<file path="src/core/boac_pkg.sv">
// Constants and carrier types for the beacon option and alarm block.
// Assumes a single 200 MHz clock and an APB register port on the host side.
//
// How it works
// - Switch 1 on forwards red alarm on sync
// - Switches 2-4 give multidrop address, zero disables
// - Nonzero address selects RS-485, disables modem
// - Base model ignores address switches entirely
// - Switches 5-7 give expected marker count
// - Fewer detected markers than set raises alarm
// - No photocell day/night change in 19h alarms, master only
// - Red alarm is night error OR photocell alarm
// - Valid flash lights flash-detected indicator
// - Marker indicator lit while marker output driven
// - Serial traffic pulses transmit/receive indicators
// - DCD indicator held while modem connected
// - Open jumper means master using photocell
// - Master pulses sync; all units flash on it
package boac_pkg;

  // ----------------------------------------------------------------
  // Register map
  // ----------------------------------------------------------------
  localparam logic [7:0] REG_CTRL = 8'h00;
  localparam logic [7:0] REG_CFG = 8'h04;
  localparam logic [7:0] REG_STATE = 8'h08;
  localparam logic [7:0] REG_IRQ_STAT = 8'h0c;
  localparam logic [7:0] REG_IRQ_MASK = 8'h10;

  // CTRL fields
  localparam int CTRL_BASE_MODEL = 0;
  localparam int CTRL_NIGHT_INTENSITY_ERROR = 1;
  localparam int CTRL_SYNC_GEN = 2;
  localparam logic [31:0] CTRL_RESET = 32'h0000_0000;

  // Interrupt status bits
  localparam int IRQ_MARKER = 0;
  localparam int IRQ_PHOTO = 1;
  localparam int IRQ_RED = 2;
  localparam int IRQ_FLASH = 3;
  localparam int IRQ_W = 4;

  // ----------------------------------------------------------------
  // Timing
  // ----------------------------------------------------------------
  localparam longint CLK_HZ = 200_000_000;
  localparam longint PHOTO_TIMEOUT_HOURS = 19;
  localparam longint PHOTO_TIMEOUT_CYC = PHOTO_TIMEOUT_HOURS * 3600 * CLK_HZ;
  localparam int DEBOUNCE_US = 5000;
  localparam int DEBOUNCE_CYC = DEBOUNCE_US * 200;
  localparam int LED_PULSE_MS = 50;
  localparam int LED_PULSE_CYC = LED_PULSE_MS * 200_000;
  localparam int SYNC_PERIOD_MS = 3000;
  localparam longint SYNC_PERIOD_CYC = longint'(SYNC_PERIOD_MS) * 200_000;
  localparam int SYNC_WIDTH_US = 100;
  localparam int SYNC_WIDTH_CYC = SYNC_WIDTH_US * 200;

  // ----------------------------------------------------------------
  // Carriers
  // ----------------------------------------------------------------
  typedef struct packed {
    logic alarm_report;
    logic [2:0] address;
    logic [2:0] markers;
    logic slave_mode;
  } boac_cfg_t;

  typedef struct packed {
    logic red;
    logic photo;
    logic marker;
  } boac_alarm_t;

  typedef struct packed {
    logic flash_det;
    logic marker_out;
    logic tx;
    logic rx;
    logic dcd;
    logic red_alarm;
    logic photo_alarm;
    logic marker_alarm;
  } boac_led_t;

  function automatic logic [2:0] boac_marker_count(input logic [2:0] sw);
    boac_marker_count = (sw == 3'h7) ? 3'h6 : sw;
  endfunction : boac_marker_count

endpackage : boac_pkg

</file>
<file path="src/core/boac_debounce.sv">
// Two-flop synchroniser plus a stable-time debounce filter for slow inputs.
// Assumes inputs are mechanical switches or jumpers on board pins.
`timescale 1ns/100ps
module boac_debounce #(
  parameter int W = 8,
  parameter int CYC = 1000
) (
  input wire logic mclk,
  input wire logic reset,
  input wire logic [W-1:0] raw,
  output logic [W-1:0] clean
);

  logic [W-1:0] meta_r;
  logic [W-1:0] sync_r;
  logic [W-1:0] last_r;
  logic [W-1:0] clean_r;
  logic [31:0] cnt_r;
  wire changed = (sync_r != last_r);
  wire settled = (cnt_r == 32'(CYC - 1));

  // Switch bounce is slow, so a single shared counter restarting on any change is enough
  always_ff @(posedge mclk) begin
    meta_r <= raw;
    sync_r <= meta_r;
    if (reset) begin
      last_r <= '0;
      clean_r <= '0;
      cnt_r <= '0;
    end else begin
      last_r <= sync_r;
      cnt_r <= changed ? 32'h0 : (settled ? cnt_r : cnt_r + 32'h1);
      if (settled) begin
        clean_r <= last_r;
      end
    end
  end

  assign clean = clean_r;

endmodule : boac_debounce

</file>
<file path="src/core/boac_top.sv">
// Beacon option switch decode, alarm generation, indicators and APB registers.
// Assumes switches, jumpers and the other board pins arrive asynchronously; the APB port is on mclk.
`timescale 1ns/100ps
module boac_top #(
  parameter longint PHOTO_TIMEOUT_CYC = boac_pkg::PHOTO_TIMEOUT_CYC,
  parameter int DEBOUNCE_CYC = boac_pkg::DEBOUNCE_CYC,
  parameter int LED_PULSE_CYC = boac_pkg::LED_PULSE_CYC,
  parameter longint SYNC_PERIOD_CYC = boac_pkg::SYNC_PERIOD_CYC,
  parameter int SYNC_WIDTH_CYC = boac_pkg::SYNC_WIDTH_CYC
) (
  input wire logic mclk,
  input wire logic reset,
  // APB slave
  input wire logic psel,
  input wire logic penable,
  input wire logic pwrite,
  input wire logic [7:0] paddr,
  input wire logic [31:0] pwdata,
  output logic [31:0] prdata,
  output logic pready,
  output logic pslverr,
  output logic irq,
  // Board pins
  input wire logic [6:0] option_sw,
  input wire logic mode_source_jumper,
  input wire logic photocell,
  input wire logic [2:0] markers_detected,
  input wire logic flash_valid,
  input wire logic marker_drive,
  input wire logic uart_tx_act,
  input wire logic uart_rx_act,
  input wire logic modem_dcd,
  // Master/slave sync line, open drain
  input wire logic sync_in,
  output logic sync_out,
  output logic sync_oe,
  output logic fire_flash,
  output logic rs485_enable,
  output logic modem_enable,
  output logic [2:0] rs485_address,
  output boac_pkg::boac_led_t leds
);

  // ----------------------------------------------------------------
  // Input conditioning
  // ----------------------------------------------------------------
  logic [7:0] sw_clean;
  logic [6:0] async_meta_r;
  logic [6:0] async_sync_r;
  logic [2:0] mk_meta_r;
  logic [2:0] mk_sync_r;

  boac_debounce #(
    .W(8),
    .CYC(DEBOUNCE_CYC)
  ) u_debounce (
    .mclk(mclk),
    .reset(reset),
    .raw({mode_source_jumper, option_sw}),
    .clean(sw_clean)
  );

  always_ff @(posedge mclk) begin
    async_meta_r <= {marker_drive, photocell, flash_valid, uart_tx_act, uart_rx_act,
                     modem_dcd, sync_in};
    async_sync_r <= async_meta_r;
    mk_meta_r <= markers_detected;
    mk_sync_r <= mk_meta_r;
  end

  wire marker_s = async_sync_r[6];
  wire photo_s = async_sync_r[5];
  wire flash_s = async_sync_r[4];
  wire tx_s = async_sync_r[3];
  wire rx_s = async_sync_r[2];
  wire dcd_s = async_sync_r[1];
  wire sync_in_s = async_sync_r[0];

  // ----------------------------------------------------------------
  // Registers
  // ----------------------------------------------------------------
  logic [31:0] ctrl_r;
  logic [boac_pkg::IRQ_W-1:0] irq_stat_r;
  logic [boac_pkg::IRQ_W-1:0] irq_stat_nxt;
  logic [boac_pkg::IRQ_W-1:0] irq_mask_r;
  logic [31:0] prdata_r;

  wire base_model = ctrl_r[boac_pkg::CTRL_BASE_MODEL];
  wire night_intensity_error = ctrl_r[boac_pkg::CTRL_NIGHT_INTENSITY_ERROR];

  // ----------------------------------------------------------------
  // Option decode
  // ----------------------------------------------------------------
  boac_pkg::boac_cfg_t cfg;
  assign cfg.alarm_report = sw_clean[0];
  assign cfg.address = base_model ? 3'h0 : sw_clean[3:1];
  assign cfg.markers = boac_pkg::boac_marker_count(sw_clean[6:4]);
  assign cfg.slave_mode = sw_clean[7];

  wire addressed = (cfg.address != 3'h0);
  assign rs485_address = cfg.address;
  // Service tool over RS-232 relies on this being off with address zero
  assign rs485_enable = addressed;
  assign modem_enable = !addressed;

  // ----------------------------------------------------------------
  // Alarms
  // ----------------------------------------------------------------
  boac_pkg::boac_alarm_t alarm;
  logic [63:0] photo_cnt_r;
  logic photo_last_r;
  logic photo_alarm_r;
  wire photo_edge = photo_s ^ photo_last_r;
  wire photo_expired = (photo_cnt_r >= 64'(PHOTO_TIMEOUT_CYC - 1));

  // Slaves take day/night from the master, so only the master watches its photocell
  always_ff @(posedge mclk) begin
    if (reset) begin
      photo_cnt_r <= 64'h0;
      photo_last_r <= 1'b0;
      photo_alarm_r <= 1'b0;
    end else begin
      photo_last_r <= photo_s;
      if (photo_edge || cfg.slave_mode) begin
        photo_cnt_r <= 64'h0;
        photo_alarm_r <= 1'b0;
      end else if (photo_expired) begin
        photo_alarm_r <= 1'b1;
      end else begin
        photo_cnt_r <= photo_cnt_r + 64'h1;
      end
    end
  end

  assign alarm.photo = photo_alarm_r;
  assign alarm.marker = (mk_sync_r < cfg.markers);
  assign alarm.red = night_intensity_error | alarm.photo;

  // ----------------------------------------------------------------
  // Sync line
  // ----------------------------------------------------------------
  logic [63:0] sync_cnt_r;
  logic sync_last_r;
  wire sync_wrap = (sync_cnt_r >= 64'(SYNC_PERIOD_CYC - 1));
  wire master_pulse = !cfg.slave_mode && ctrl_r[boac_pkg::CTRL_SYNC_GEN] &&
                      (sync_cnt_r < 64'(SYNC_WIDTH_CYC));

  always_ff @(posedge mclk) begin
    if (reset) begin
      sync_cnt_r <= 64'h0;
      sync_last_r <= 1'b0;
    end else begin
      sync_cnt_r <= sync_wrap ? 64'h0 : sync_cnt_r + 64'h1;
      sync_last_r <= sync_in_s;
    end
  end

  // Line pulled low by the master pulse or by a forwarded red alarm level
  assign sync_out = 1'b0;
  assign sync_oe = master_pulse || (cfg.alarm_report && alarm.red);
  assign fire_flash = sync_in_s && !sync_last_r;

  // ----------------------------------------------------------------
  // Indicators
  // ----------------------------------------------------------------
  logic [31:0] tx_led_cnt_r;
  logic [31:0] rx_led_cnt_r;
  logic [31:0] fl_led_cnt_r;
  logic [2:0] act_last_r;
  boac_pkg::boac_led_t leds_r;
  wire tx_rise = tx_s && !act_last_r[0];
  wire rx_rise = rx_s && !act_last_r[1];
  wire fl_rise = flash_s && !act_last_r[2];

  function automatic logic [31:0] led_next(input logic start, input logic [31:0] cnt);
    led_next = start ? 32'(LED_PULSE_CYC) : ((cnt != 32'h0) ? cnt - 32'h1 : 32'h0);
  endfunction : led_next

  always_ff @(posedge mclk) begin
    if (reset) begin
      tx_led_cnt_r <= 32'h0;
      rx_led_cnt_r <= 32'h0;
      fl_led_cnt_r <= 32'h0;
      act_last_r <= 3'h0;
      leds_r <= '0;
    end else begin
      act_last_r <= {flash_s, rx_s, tx_s};
      tx_led_cnt_r <= led_next(tx_rise, tx_led_cnt_r);
      rx_led_cnt_r <= led_next(rx_rise, rx_led_cnt_r);
      fl_led_cnt_r <= led_next(fl_rise, fl_led_cnt_r);
      leds_r.tx <= tx_s || (tx_led_cnt_r != 32'h0);
      leds_r.rx <= rx_s || (rx_led_cnt_r != 32'h0);
      leds_r.flash_det <= flash_s || (fl_led_cnt_r != 32'h0);
      leds_r.marker_out <= marker_s;
      leds_r.dcd <= dcd_s && modem_enable;
      leds_r.red_alarm <= alarm.red;
      leds_r.photo_alarm <= alarm.photo;
      leds_r.marker_alarm <= alarm.marker;
    end
  end

  assign leds = leds_r;

  // ----------------------------------------------------------------
  // Interrupts
  // ----------------------------------------------------------------
  logic [2:0] alarm_last_r;
  wire [boac_pkg::IRQ_W-1:0] irq_events = {fl_rise,
                                           alarm.red && !alarm_last_r[2],
                                           alarm.photo && !alarm_last_r[1],
                                           alarm.marker && !alarm_last_r[0]};

  // ----------------------------------------------------------------
  // APB slave, zero wait state
  // ----------------------------------------------------------------
  wire acc = psel && penable;
  wire wr = acc && pwrite;
  wire rd = acc && !pwrite;
  wire hit_ctrl = (paddr == boac_pkg::REG_CTRL);
  wire hit_cfg = (paddr == boac_pkg::REG_CFG);
  wire hit_state = (paddr == boac_pkg::REG_STATE);
  wire hit_stat = (paddr == boac_pkg::REG_IRQ_STAT);
  wire hit_mask = (paddr == boac_pkg::REG_IRQ_MASK);
  wire mapped = hit_ctrl || hit_cfg || hit_state || hit_stat || hit_mask;
  wire [31:0] cfg_word = {24'h0, cfg.slave_mode, cfg.markers, cfg.address, cfg.alarm_report};
  wire [31:0] state_word = {22'h0, addressed, dcd_s, mk_sync_r, photo_s,
                            alarm.marker, alarm.photo, alarm.red, sync_oe};
  wire [31:0] rd_mux = hit_ctrl ? ctrl_r :
                       hit_cfg ? cfg_word :
                       hit_state ? state_word :
                       hit_stat ? {28'h0, irq_stat_r} :
                       hit_mask ? {28'h0, irq_mask_r} : 32'h0;

  // Only bits already returned to software are cleared; an event arriving
  // between setup and access survives, and a new event wins over the clear
  assign irq_stat_nxt = ((rd && hit_stat) ? (irq_stat_r & ~prdata_r[boac_pkg::IRQ_W-1:0]) :
                         irq_stat_r) | irq_events;

  always_ff @(posedge mclk) begin
    if (reset) begin
      ctrl_r <= boac_pkg::CTRL_RESET;
      irq_stat_r <= '0;
      irq_mask_r <= '0;
      alarm_last_r <= 3'h0;
      prdata_r <= 32'h0;
    end else begin
      alarm_last_r <= {alarm.red, alarm.photo, alarm.marker};
      irq_stat_r <= irq_stat_nxt;
      if (wr && hit_ctrl) begin
        ctrl_r <= {29'h0, pwdata[2:0]};
      end
      if (wr && hit_mask) begin
        irq_mask_r <= pwdata[boac_pkg::IRQ_W-1:0];
      end
      // Read data is taken in the setup cycle so prdata comes straight from a flop
      prdata_r <= (psel && !penable && !pwrite) ? rd_mux : 32'h0;
    end
  end

  assign prdata = prdata_r;
  assign pready = 1'b1;
  assign pslverr = acc && !mapped;
  assign irq = |(irq_stat_r & irq_mask_r);
endmodule : boac_top

</file>
<file path="config.mk">
export PLATFORM = sky130hd
export DESIGN_NAME = boac_top
export DESIGN_NICKNAME = d
export VERILOG_FILES = /design/src/core/boac_pkg.sv /design/src/core/boac_debounce.sv /design/src/core/boac_top.sv
export SDC_FILE = /design/constraint.sdc
export NUM_CORES = 1
export LEC_CHECK = 0
export ABC_AREA = 0
export BUFFER_PORTS_ARGS = -buffer_cell sky130_fd_sc_hd__buf_2
export CAP_MARGIN = 20
export CORE_ASPECT_RATIO = 0.6
export CORE_UTILIZATION = 50
export DETAILED_ROUTE_END_ITERATION = 8
export GPL_TIMING_DRIVEN = 0
export HOLD_SLACK_MARGIN = 0.02
export PLACE_DENSITY = 0.69
export SLEW_MARGIN = 25
export SYNTH_ARGS = -nofsm -noshare
export SYNTH_HDL_FRONTEND = slang
export SYNTH_SLANG_ARGS = --single-unit
</file>
<file path="constraint.sdc">
create_clock -name mclk -period 3.85 [get_ports mclk]
set_input_delay 0.5775 -clock mclk [delete_from_list [all_inputs] [get_ports mclk]]
set_output_delay 0.5775 -clock mclk [all_outputs]
set_load 0.01 [all_outputs]
</file>
; After elaboration in Yosys (flattened, before gate mapping)
; Cells that the tools add are included.
[classes]
n_addsub = 6
order_cmp = 4
eq_ne = 7
mux = 14
bitwise_logic = 10
n_reduce_logical = 57
[op_table]
columns = op, count
row1 = two-way mux 24 bit, 6
row2 = "adder 64 x 1 -> 64 bit, second input constant", 2
row3 = nonzero test 32 bit, 3
row4 = "subtractor 32 x 1 -> 32 bit, second input constant", 3
row5 = "greater-or-equal comparator 64 x 30 -> 1 bit, second input constant", 1
row6 = "greater-or-equal comparator 64 x 44 -> 1 bit, second input constant", 1
row7 = "< comparator 64 x 15 -> 1 bit, second input constant", 1
row8 = "adder 32 x 1 -> 32 bit, second input constant", 1
row9 = "== test 32 x 20 -> 1 bit, second input constant", 1
row10 = logical AND 1 bit, 20
row11 = "== test 8 x 4 -> 1 bit, second input constant", 2
row12 = logical NOT 1 bit, 12
row13 = two-way mux 4 bit, 3
row14 = OR reduction 3 bit, 4
row15 = two-way mux 10 bit, 1
row16 = logical OR 1 bit, 9
row17 = two-way mux 3 bit, 3
row18 = bitwise AND 4 bit, 2
row19 = "== test 8 x 3 -> 1 bit, second input constant", 1
row20 = "== test 8 x 5 -> 1 bit, second input constant", 1
row21 = logical NOT 8 bit, 1
row22 = two-way mux 8 bit, 1
row23 = inequality test 8 bit, 1
row24 = OR reduction 2 bit, 4
row25 = other kinds (10), 14
[totals]
reg_bits = 368
in_bits = 63
out_inout_bits = 51
word_cells = 135

; Longest topological paths before layout
; Gate-level depths: netlist of run 1.
[depth]
depth_word = 7
mapped_depth = 11

; Hierarchy
; Synthesis of run 1 repeated with hierarchy kept, for this count alone.
[unflattened]
hier_cells = 1521
area_unflattened_um2 = 13837.0
[modules_own_cells]
columns = module, n_inst, cells_each, area_each_um2, seq_area_each_um2
row1 = boac_top, 1, 1272, 11348.4, 5585.4
row2 = boac_debounce, 1, 249, 2488.6, 1281.2

; Worst setup path before layout of run 1
; Ideal clock, no wire load.
[synth_path]
path_kind = reg2reg
start = register fl_led_cnt_r[11]
end = register fl_led_cnt_r[27]
t_arrival_ps = 2686
t_required_ps = 3735
setup_slack_ps = 1049
stages_incl_launch_ff = 11
period_less_slack_ps = 2801
path_cell_list = dfxtp_1 > or4_1 > clkbuf_1 > or3_1 > or4b_1 > buf_2 > o41ai_4 > nand2b_1 > buf_4 > buf_6 > nor2_1
[synth_between]
elab_chain_cells = 3
elab_cells_between_ends = 4
classes_between = add/sub: 1 / bitwise: 1 / reduce/logical: 2
[synth_rtl]
columns = element, line
row1 = "start, declared", boac_top.sv:168  ; logic [31:0] fl_led_cnt_r;
row2 = "start signal, assigned", boac_top.sv:190  ; fl_led_cnt_r <= led_next(fl_rise, fl_led_cnt_r);
row3 = branches (longest 3 deep; another with subtractor 32 x 1 -> 32 bit), --
; Several ways; the timed one is not identified.
; A chain may end at the register's enable or synchronous reset.

; Worst setup path after layout of run 1
[layout_path]
start = register rx_led_cnt_r[0]
end = register rx_led_cnt_r[28]
[layout_between]
elab_chain_cells = 3
elab_cells_between_ends = 4
classes_between = add/sub: 1 / bitwise: 1 / reduce/logical: 2
[layout_rtl]
columns = element, line
row1 = "start, declared", boac_top.sv:167  ; logic [31:0] rx_led_cnt_r;
row2 = "start signal, assigned", boac_top.sv:189  ; rx_led_cnt_r <= led_next(rx_rise, rx_led_cnt_r);
row3 = branches (longest 3 deep; another with subtractor 32 x 1 -> 32 bit), --
; Several ways; the timed one is not identified.

==> impl_metrics.ini, run 1 <==
[die]
die_w_microns = 215
num_io_pins = 114
die_area_sq_um = 27800
row_count = 46
initial_core_util_pct = 51.1
core_area_sq_um = 26500
die_h_microns = 130

[sta]
finalCritPeriodShare_pct = 86.0
slew_violations = 0
setup_tns_ns = 0
hold_slack_ns = 0.104
rsz0062_at_grt = false
timing.final.ws_setup_ns = 0.540
min_period_ns = 3.31
hold_viol = 0
finClkSkew_ns = 0.0138
worstMarginPinSlew_ns = 1.00
max_freq_mhz = 302
slew_headroom_pct = 32.4
setup_viol = 0

[final_layout]
nNetsFinal = 1693
n_antenna_cell = 0
multi_input_area_sq_um = 6410
fill_cells = 2307
final_common_cell = dfxtp_1
drive_above_1_share_pct = 10.0
final_cell_mix = dfxtp_1, nor2_1, nand2_1
regArea_sq_um = 6870
syn2layout_area_growth_pct = 14.7
fin_area_sq_um = 15600

[setup_path]
crit_arrival_ns = 3.77
cp_max_fo = 10
critPathKind = reg2reg
start_kind = flip-flop
rr_startpoint = rx_led_cnt_r[0]$_SDFF_PP0_
startpoint = rx_led_cnt_r[0]$_SDFF_PP0_
cp-end-kind = flip-flop
cp.required_ns = 4.31

[min_path]
worstHoldStart = marker_drive
min_path_type = in2reg

[synth]
synth_top_flop_cell = dfxtp_1
synthCells = 1473
avgSynthCellArea_sq_um = 9.20
async_flop_share_pct = 0
yosysWarnings = 0
ys_ff_latch = 343
seq_area_frac_synth_pct = 50.7
yosysUniqueCellTypes = 64
syn_area_sq_um = 13600
synth_edf_count = 0

[flow_run]
max_cap_viol_count = 0

[detailed_routing]
highest_layer = met4
met3WireLength_microns = 1630
drt_iter0_drc = 685
dr.pass1.iters = 5
viasPerCell = 5.19
route.met2.wl_microns = 11800
wl_met1_microns = 15200
wl_per_cell_microns = 14.5
num_vias = 10400
drt_wl_total_microns = 29100
detail-route-antenna-nets = 0
drc = 0

[place]
dp_hpwl_microns = 21200
portBuffers = 60
dpl-instance-area_sq_um = 14500
gp_congestion = 0.859
pre_cts_slack_ns = 0.536

[cts]
tritoncts = yes
clk_latency_ns = 0.57
postCtsSetupRepairBufs = 0
numCtsBuffers = 31
cts.repair.resized = 0
cts.clk_slew.worst_paths_ns = 0.07
ctsHoldBuffers = 0
cts-root-buf = clkbuf_16
clkSinkCount = 343
htree_levels = 1
cts_max_path_buffers = 3

[power_and_ir_drop]
seq_power_share_pct = 49.9
power_density_nw_per_um2 = 495
ir_drop_mv = 0.323
p_switching_uw = 1880
pwr-share-comb_pct = 9.7
power_leakage_uw = 0.00586
power.internal_uw = 5830
p_clk_share_pct = 40.4
p_sw_share_pct = 24.4

[grt]
grt_pass1_wl_microns = 47000
gr-total-overflow = 0
antenna_found_initial = 0
grt_pass1_vias = 9320
grt_usage_pct = 20.6
grt_max_degree = 17

[status]
status = complete, no violations
stage by stage:
stage	power [uW]	std cells	utilization, %
finish	7710	2003	58.6
floorplan	4470	1529	-
CTS	7770	2003	58.6
global placement	4630	1949	54.7
global route	8040	2003	58.6
detailed placement	4660	1949	54.7
routing by layer:
metal,GRT usage (%),vias to the layer above
met4,4.37,0
met5,0,-
met3,3.66,33
met2,29.8,231
li1,-,5326
met1,31.7,4815
final timing paths:
path	to	slack (ns)	cells past startpoint
max	rx_led_cnt_r[28]$_SDFF_PP0_	0.54	10
max reg2reg	rx_led_cnt_r[28]$_SDFF_PP0_	0.54	10
min	async_meta_r[6]$_DFF_P_	0.10	1
min reg2reg	mk_sync_r[1]$_DFF_P_	0.33	0
synth_stat cells, types with 4 or more instances:
| cell type | count | area [sq um] |
|---|---|---|
| a31oi_1 | 4 | 25.0 |
| nor2_1 | 233 | 875 |
| a21oi_1 | 58 | 290 |
| inv_1 | 23 | 86.3 |
| a21o_1 | 5 | 37.5 |
| o21ai_0 | 37 | 185 |
| nand4_1 | 31 | 194 |
| or3_1 | 38 | 238 |
| dfxtp_1 | 343 | 6870 |
| xnor2_1 | 80 | 701 |
| nor4b_1 | 4 | 35.0 |
| buf_4 | 28 | 210 |
| or4_1 | 22 | 165 |
| o21a_1 | 5 | 37.5 |
| xor2_1 | 74 | 648 |
| a31o_2 | 6 | 52.6 |
| buf_2 | 7 | 35.0 |
| nor4_1 | 50 | 313 |
| nand2b_1 | 18 | 113 |
| and3_1 | 17 | 106 |
| nor2b_1 | 28 | 175 |
| clkbuf_1 | 36 | 135 |
| nor3_1 | 45 | 225 |
| and4_1 | 13 | 114 |
| o31ai_1 | 11 | 82.6 |
| nand3_1 | 44 | 220 |
| and2_1 | 27 | 169 |
| mux2i_1 | 19 | 190 |
| nand3b_1 | 9 | 67.6 |
| ha_1 | 8 | 100 |
| a22oi_1 | 5 | 37.5 |
| nand2_1 | 92 | 345 |
critical path: stages, from the launching register on:
cell and delay [ns]:
dfxtp_1 0.33, inv_1 0.06, ha_1 0.17, or3b_2 0.45
nor4_1 0.67, and4bb_1 0.45, a31o_2 0.28, nand2b_1 0.12
clkbuf_1 0.29, buf_2 0.29, nor2_1 0.08
final cells by class:
| type | count | area share (%) |
|---|---|---|
| plain buffers | 75 | 2.64 |
| repair buffers | 60 | 1.93 |
| clock buffers | 41 | 5.61 |
| inverters | 23 | 0.555 |
| flip-flops and latches | 343 | 44.1 |
| well taps | 360 | 2.90 |
| clock inverters | 13 | 1.01 |
| multi-input cells | 1088 | 41.2 |
power groups by stage:
stage          Sequential (uW)  Clock [uW]  Combinational, uW
5_1_grt                   3870        3340                834
3_3_place_gp              3920           0                717
3_5_place_dp              3920           0                738
2_1_floorplan             3890           0                584
4_1_cts                   3850        3180                744
6_report                  3850        3110                746
state kept, by name (all words and copies together), names as in the netlist, 8 cells and up:
name,count
photo_cnt_r,64
sync_cnt_r,64
fl_led_cnt_r,32
rx_led_cnt_r,32
tx_led_cnt_r,32
u_debounce.cnt_r,32
prdata,10
u_debounce.clean,8
u_debounce.last_r,8
u_debounce.meta_r,8
u_debounce.sync_r,8
kinds of logic (layout without fill, tap and decap cells):
family                     count (synthesis)  after routing  share of synthesized area (%)
muxes                                     20             20                           1.49
AOI/OAI and AO/OA                        160            160                           7.61
adders and majority gates                  8              8                          0.738
DFF                                      343            343                           50.7
and+or+nand+nor                          688            688                           25.9
xor gates and xnor gates                 154            154                           9.95
other                                      2             58                         0.0554
buffers and inverters                     98            212                           3.66
Power figures use the tool's default switching activity.
==> run 2, diff against run 1 <==
--- a/config.mk
+++ b/config.mk
@@ -13,7 +13,7 @@
 export DETAILED_ROUTE_END_ITERATION = 8
 export GPL_TIMING_DRIVEN = 0
 export HOLD_SLACK_MARGIN = 0.02
-export PLACE_DENSITY = 0.69
+export PLACE_DENSITY_LB_ADDON = 0.12
 export SLEW_MARGIN = 25
 export SYNTH_ARGS = -nofsm -noshare
 export SYNTH_HDL_FRONTEND = slang
==> impl_metrics.ini, run 2 (synthesis gave the netlist of run 1 again) <==
[cts]
postCtsSetupRepairBufs = 0
htree_levels = 2
cts.repair.resized = 0
clkSinkCount = 343
cts_max_path_buffers = 3
clk_latency_ns = 0.52
numCtsBuffers = 34
cts.clk_slew.worst_paths_ns = 0.06
cts-root-buf = clkbuf_16
ctsHoldBuffers = 0
tritoncts = yes

[sta]
slew_headroom_pct = 31.4
setup_tns_ns = 0
min_period_ns = 3.23
finClkSkew_ns = 0.0155
slew_violations = 0
hold_viol = 0
worstMarginPinSlew_ns = 1.02
finalCritPeriodShare_pct = 83.8
rsz0062_at_grt = false
max_freq_mhz = 310
setup_viol = 0

[final_layout]
multi_input_area_sq_um = 6430
instances_no_fill = 2008
regArea_sq_um = 6870
fill_cells = 2347
reg.largest.list = photo_cnt_r: 64 flops, sync_cnt_r: 64 flops
nNetsFinal = 1696
final_common_cell = dfxtp_1
final_core_util_pct = 58.9
drive_above_1_share_pct = 10.4
final_cell_mix = dfxtp_1, nor2_1, nand2_1
n_antenna_cell = 0
fin_area_sq_um = 15600
syn2layout_area_growth_pct = 15.2

[status]
status = complete, no violations

[flow_run]
max_cap_viol_count = 0

[setup_path]
critPathKind = reg2reg
cp.required_ns = 4.25
cp-end-kind = flip-flop
rr_startpoint = rx_led_cnt_r[0]$_SDFF_PP0_
startpoint = rx_led_cnt_r[0]$_SDFF_PP0_
start_kind = flip-flop
cp_max_fo = 10
crit_arrival_ns = 3.62

[detailed_routing]
drc = 0
detail-route-antenna-nets = 0
drt_wl_total_microns = 28800
dr.pass1.iters = 5
viasPerCell = 5.15
num_vias = 10300
drt_iter0_drc = 605
wl_per_cell_microns = 14.3

[die]
die_h_microns = 130
die_area_sq_um = 27800
row_count = 46
die_w_microns = 215
core_area_sq_um = 26500
initial_core_util_pct = 51.1
num_io_pins = 114

[power_and_ir_drop]
ir_drop_mv = 0.411
power.total_uw = 7790
power_leakage_uw = 0.00591
power_density_nw_per_um2 = 499

[place]
dpl-instance-area_sq_um = 14500
portBuffers = 60
place_inst = 1949
dp_hpwl_microns = 20700
gp_congestion = 0.857

[grt]
antenna_found_initial = 0
gr-total-overflow = 0
grt_pass1_wl_microns = 47400
grt_pass1_vias = 9308
grt_usage_pct = 21.0
grt_max_degree = 16

[min_path]
worstHoldStart = modem_dcd
min_path_type = in2reg
## run 2: cell count changes in the layout (fill, tap and decap cells not counted)
cell | before | now
clkbuf_1 | 40 | 41
nor4_4 | 0 | 1
clkinv_2 | 4 | 10
clkinv_4 | 1 | 0
nor3_1 | 44 | 43
clkinvlp_4 | 4 | 0
nor4_1 | 50 | 49
clkbuf_16 | 31 | 35
nor3_2 | 1 | 2
inv_6 | 1 | 2
bufinv_16 | 3 | 1
## run 2: per-layer routing
| layer | global-route usage (%) | wire length, microns |
|---|---|---|
| met1 | 32.2 | 15400 |
| met3 | 4.23 | 1620 |
| met5 | 0 | 0 |
| met2 | 29.5 | 11300 |
| met4 | 5.42 | 436 |
## run 2: final timing paths
check                               end  slack (ns)  depth (start not counted)
min             async_meta_r[1]$_DFF_P_        0.16                          1
min reg2reg     async_sync_r[1]$_DFF_P_        0.32                          0
max          rx_led_cnt_r[8]$_SDFF_PP0_        0.62                         10
max reg2reg  rx_led_cnt_r[8]$_SDFF_PP0_        0.62                         10
## run 2: worst max-delay path, cell delays in order, from the launching register on
cell and delay (ns):
dfxtp_1 0.32, inv_1 0.06, ha_1 0.19, or3b_2 0.44
nor4_1 0.66, and4bb_1 0.44, a31o_2 0.27, nand2b_1 0.12
clkbuf_1 0.25, buf_2 0.28, nor2_1 0.08
## run 2: metrics by stage
step	hold slack [ns]	setup slack, ns
2_1_floorplan	0.310	1.05
3_3_place_gp	0.311	0.624
3_5_place_dp	0.312	0.608
4_1_cts	0.131	0.562
5_1_grt	0.135	0.328
6_report	0.156	0.624
## run 2: layout make-up
class	instances	area share (%)
multi-input combinational	1088	41.2
buffer	75	2.63
clock buffer	46	6.26
sequential	343	44.0
tap	360	2.88
clock inverter	13	0.625
timing repair buffer	60	1.92
inverter	23	0.553
## run 2: where the power goes
part | switching, uW | internal [uW] | total, uW | leakage (uW)
registers | 130 | 3710 | 3840 | 0.00281
clock network | 1360 | 1850 | 3210 | 0.000543
logic | 420 | 324 | 744 | 0.00256
total | 1910 | 5890 | 7790 | 0.00591
==> run 3, diff against run 2 <==
==> constraint.sdc (replaced) <==
create_clock -name mclk -period 3.1 [get_ports mclk]
set_input_delay 0.465 -clock mclk [delete_from_list [all_inputs] [get_ports mclk]]
set_output_delay 0.465 -clock mclk [all_outputs]
set_load 0.01 [all_outputs]
==> impl_metrics.ini, run 3 (synthesis gave the netlist of run 1 again) <==
[grt]
grt_pass1_wl_microns = 47400
grt_max_degree = 16
grt_usage_pct = 21.0
grt_pass1_vias = 9317
antenna_found_initial = 0
gr-total-overflow = 0

[power_and_ir_drop]
power_density_nw_per_um2 = 618
ir_drop_mv = 0.519
power_leakage_uw = 0.00594
pwr-share-comb_pct = 9.7
seq_power_share_pct = 49.2
power.internal_uw = 7330
p_switching_uw = 2380
p_clk_share_pct = 41.0
power.total_uw = 9710
p_sw_share_pct = 24.5

[cts]
numCtsBuffers = 34
tritoncts = yes
htree_levels = 2
cts_max_path_buffers = 3
cts-root-buf = clkbuf_16
clkSinkCount = 343
clk_latency_ns = 0.52
cts.clk_slew.worst_paths_ns = 0.06

[setup_path]
cp.required_ns = 3.49
cp_max_fo = 10
start_kind = flip-flop
r2r_setup_slack_ns = 0.14
cp_slowest_cell = or4_1
crit_chain = or3_1 > or4_1 > and3b_2 > or3_1 > buf_2 > buf_2 > mux2i_1 > nor2_1
cpLargestDelayFamily = simple AND/OR/NAND/NOR gates
cp-end-kind = flip-flop
crit_arrival_ns = 3.35
crit_buf_inv = 2
critPathKind = reg2reg
cpPeakStageDelay_ns = 0.66

[sta]
slew_violations = 0
setup_tns_ns = 0
setup_viol = 0
finClkSkew_ns = 0.0181
finalCritPeriodShare_pct = 95.5
hold_viol = 0
slew_headroom_pct = 31.7
max_freq_mhz = 338
worstMarginPinSlew_ns = 1.02
rsz0062_at_grt = false
min_period_ns = 2.96

[place]
gp_congestion = 0.857
portBuffers = 60
dp_hpwl_microns = 20700
place_inst = 1949

[status]
status = complete, no violations

[final_layout]
regArea_sq_um = 6870
drive_above_1_share_pct = 11.1
multi_input_area_sq_um = 6460
reg.largest.list = photo_cnt_r: 64 flops, sync_cnt_r: 64 flops
final_common_cell = dfxtp_1
fill_cells = 2341
instances_no_fill = 2013
final_core_util_pct = 59.2
syn2layout_area_growth_pct = 15.8
final_cell_mix = dfxtp_1, nor2_1, nand2_1
nNetsFinal = 1701
n_antenna_cell = 0

[die]
num_io_pins = 114
die_w_microns = 215
row_count = 46
initial_core_util_pct = 51.1
core_area_sq_um = 26500
die_h_microns = 130
die_area_sq_um = 27800

[detailed_routing]
drt_iter0_drc = 546
drc = 0
detail-route-antenna-nets = 0
viasPerCell = 5.13
dr.pass1.iters = 5
drt_wl_total_microns = 28900
wl_per_cell_microns = 14.4
num_vias = 10300

[flow_run]
max_cap_viol_count = 0

[min_path]
min_path_type = in2reg
[run 3: cell types whose count changed in the layout (fill, tap and decap cells not counted), moves of 2 or more]
cell / before / now
clkbuf_1: 41 / 39
dlygate4sd3_1: 0 / 2
nor4_1: 49 / 47
buf_4: 28 / 33
[run 3: final timing paths]
path | endpoint | from | cells past startpoint
max | photo_cnt_r[1]$_SDFFE_PP0N_ | photo_cnt_r[39]$_SDFFE_PP0N_ | 8
min | u_debounce.meta_r[6]$_DFF_P_ | option_sw[6] | 1
max reg2reg | photo_cnt_r[1]$_SDFFE_PP0N_ | photo_cnt_r[39]$_SDFFE_PP0N_ | 8
min reg2reg | async_sync_r[1]$_DFF_P_ | async_meta_r[1]$_DFF_P_ | 0
[run 3: stage by stage]
stage,area [sq um],hold slack (ns),worst slack [ns]
2_1_floorplan,13800,0.310,0.299
3_3_place_gp,14500,0.311,-0.126
3_5_place_dp,14500,0.312,-0.142
4_1_cts,15600,0.0201,0.00410
5_1_grt,15700,0.0222,0.00412
6_report,15700,0.0457,0.141
[run 3: layout make-up]
type | instances | area share, %
Tap cell | 360 | 2.87
Inverter | 23 | 0.550
Buffer | 73 | 2.57
Clock buffer | 46 | 6.22
Clock inverter | 13 | 0.621
Timing Repair Buffer | 67 | 2.28
Sequential cell | 343 | 43.7
Multi-Input combinational cell | 1088 | 41.2
[run 3: metal layers]
| metal | global-route usage [%] | vias up | share of wire (%) |
|---|---|---|---|
| met1 | 32.2 | 4746 | 53 |
| li1 | - | 5341 | - |
| met3 | 4.23 | 35 | 5.7 |
| met4 | 5.42 | 0 | 1.5 |
| met5 | 0 | - | 0 |
| met2 | 29.5 | 207 | 40 |
[run 3: power by group through the flow]
stage          Combinational, uW  Sequential, uW  Clock (uW)
6_report                     945            4780        3990
3_3_place_gp                 895            4860           0
4_1_cts                      928            4770        4080
3_5_place_dp                 910            4870           0
2_1_floorplan                725            4830           0
5_1_grt                     1070            4810        4270
[run 3: what timing repair did]
item                                    4_1_cts  5_1_grt
hold endpoints to repair                      2        0
buffers inserted                              0        5
pin swaps                                     0        3
endpoints found under the setup margin       40       80
hold buffers                                  2        0
resized for setup                             2        6
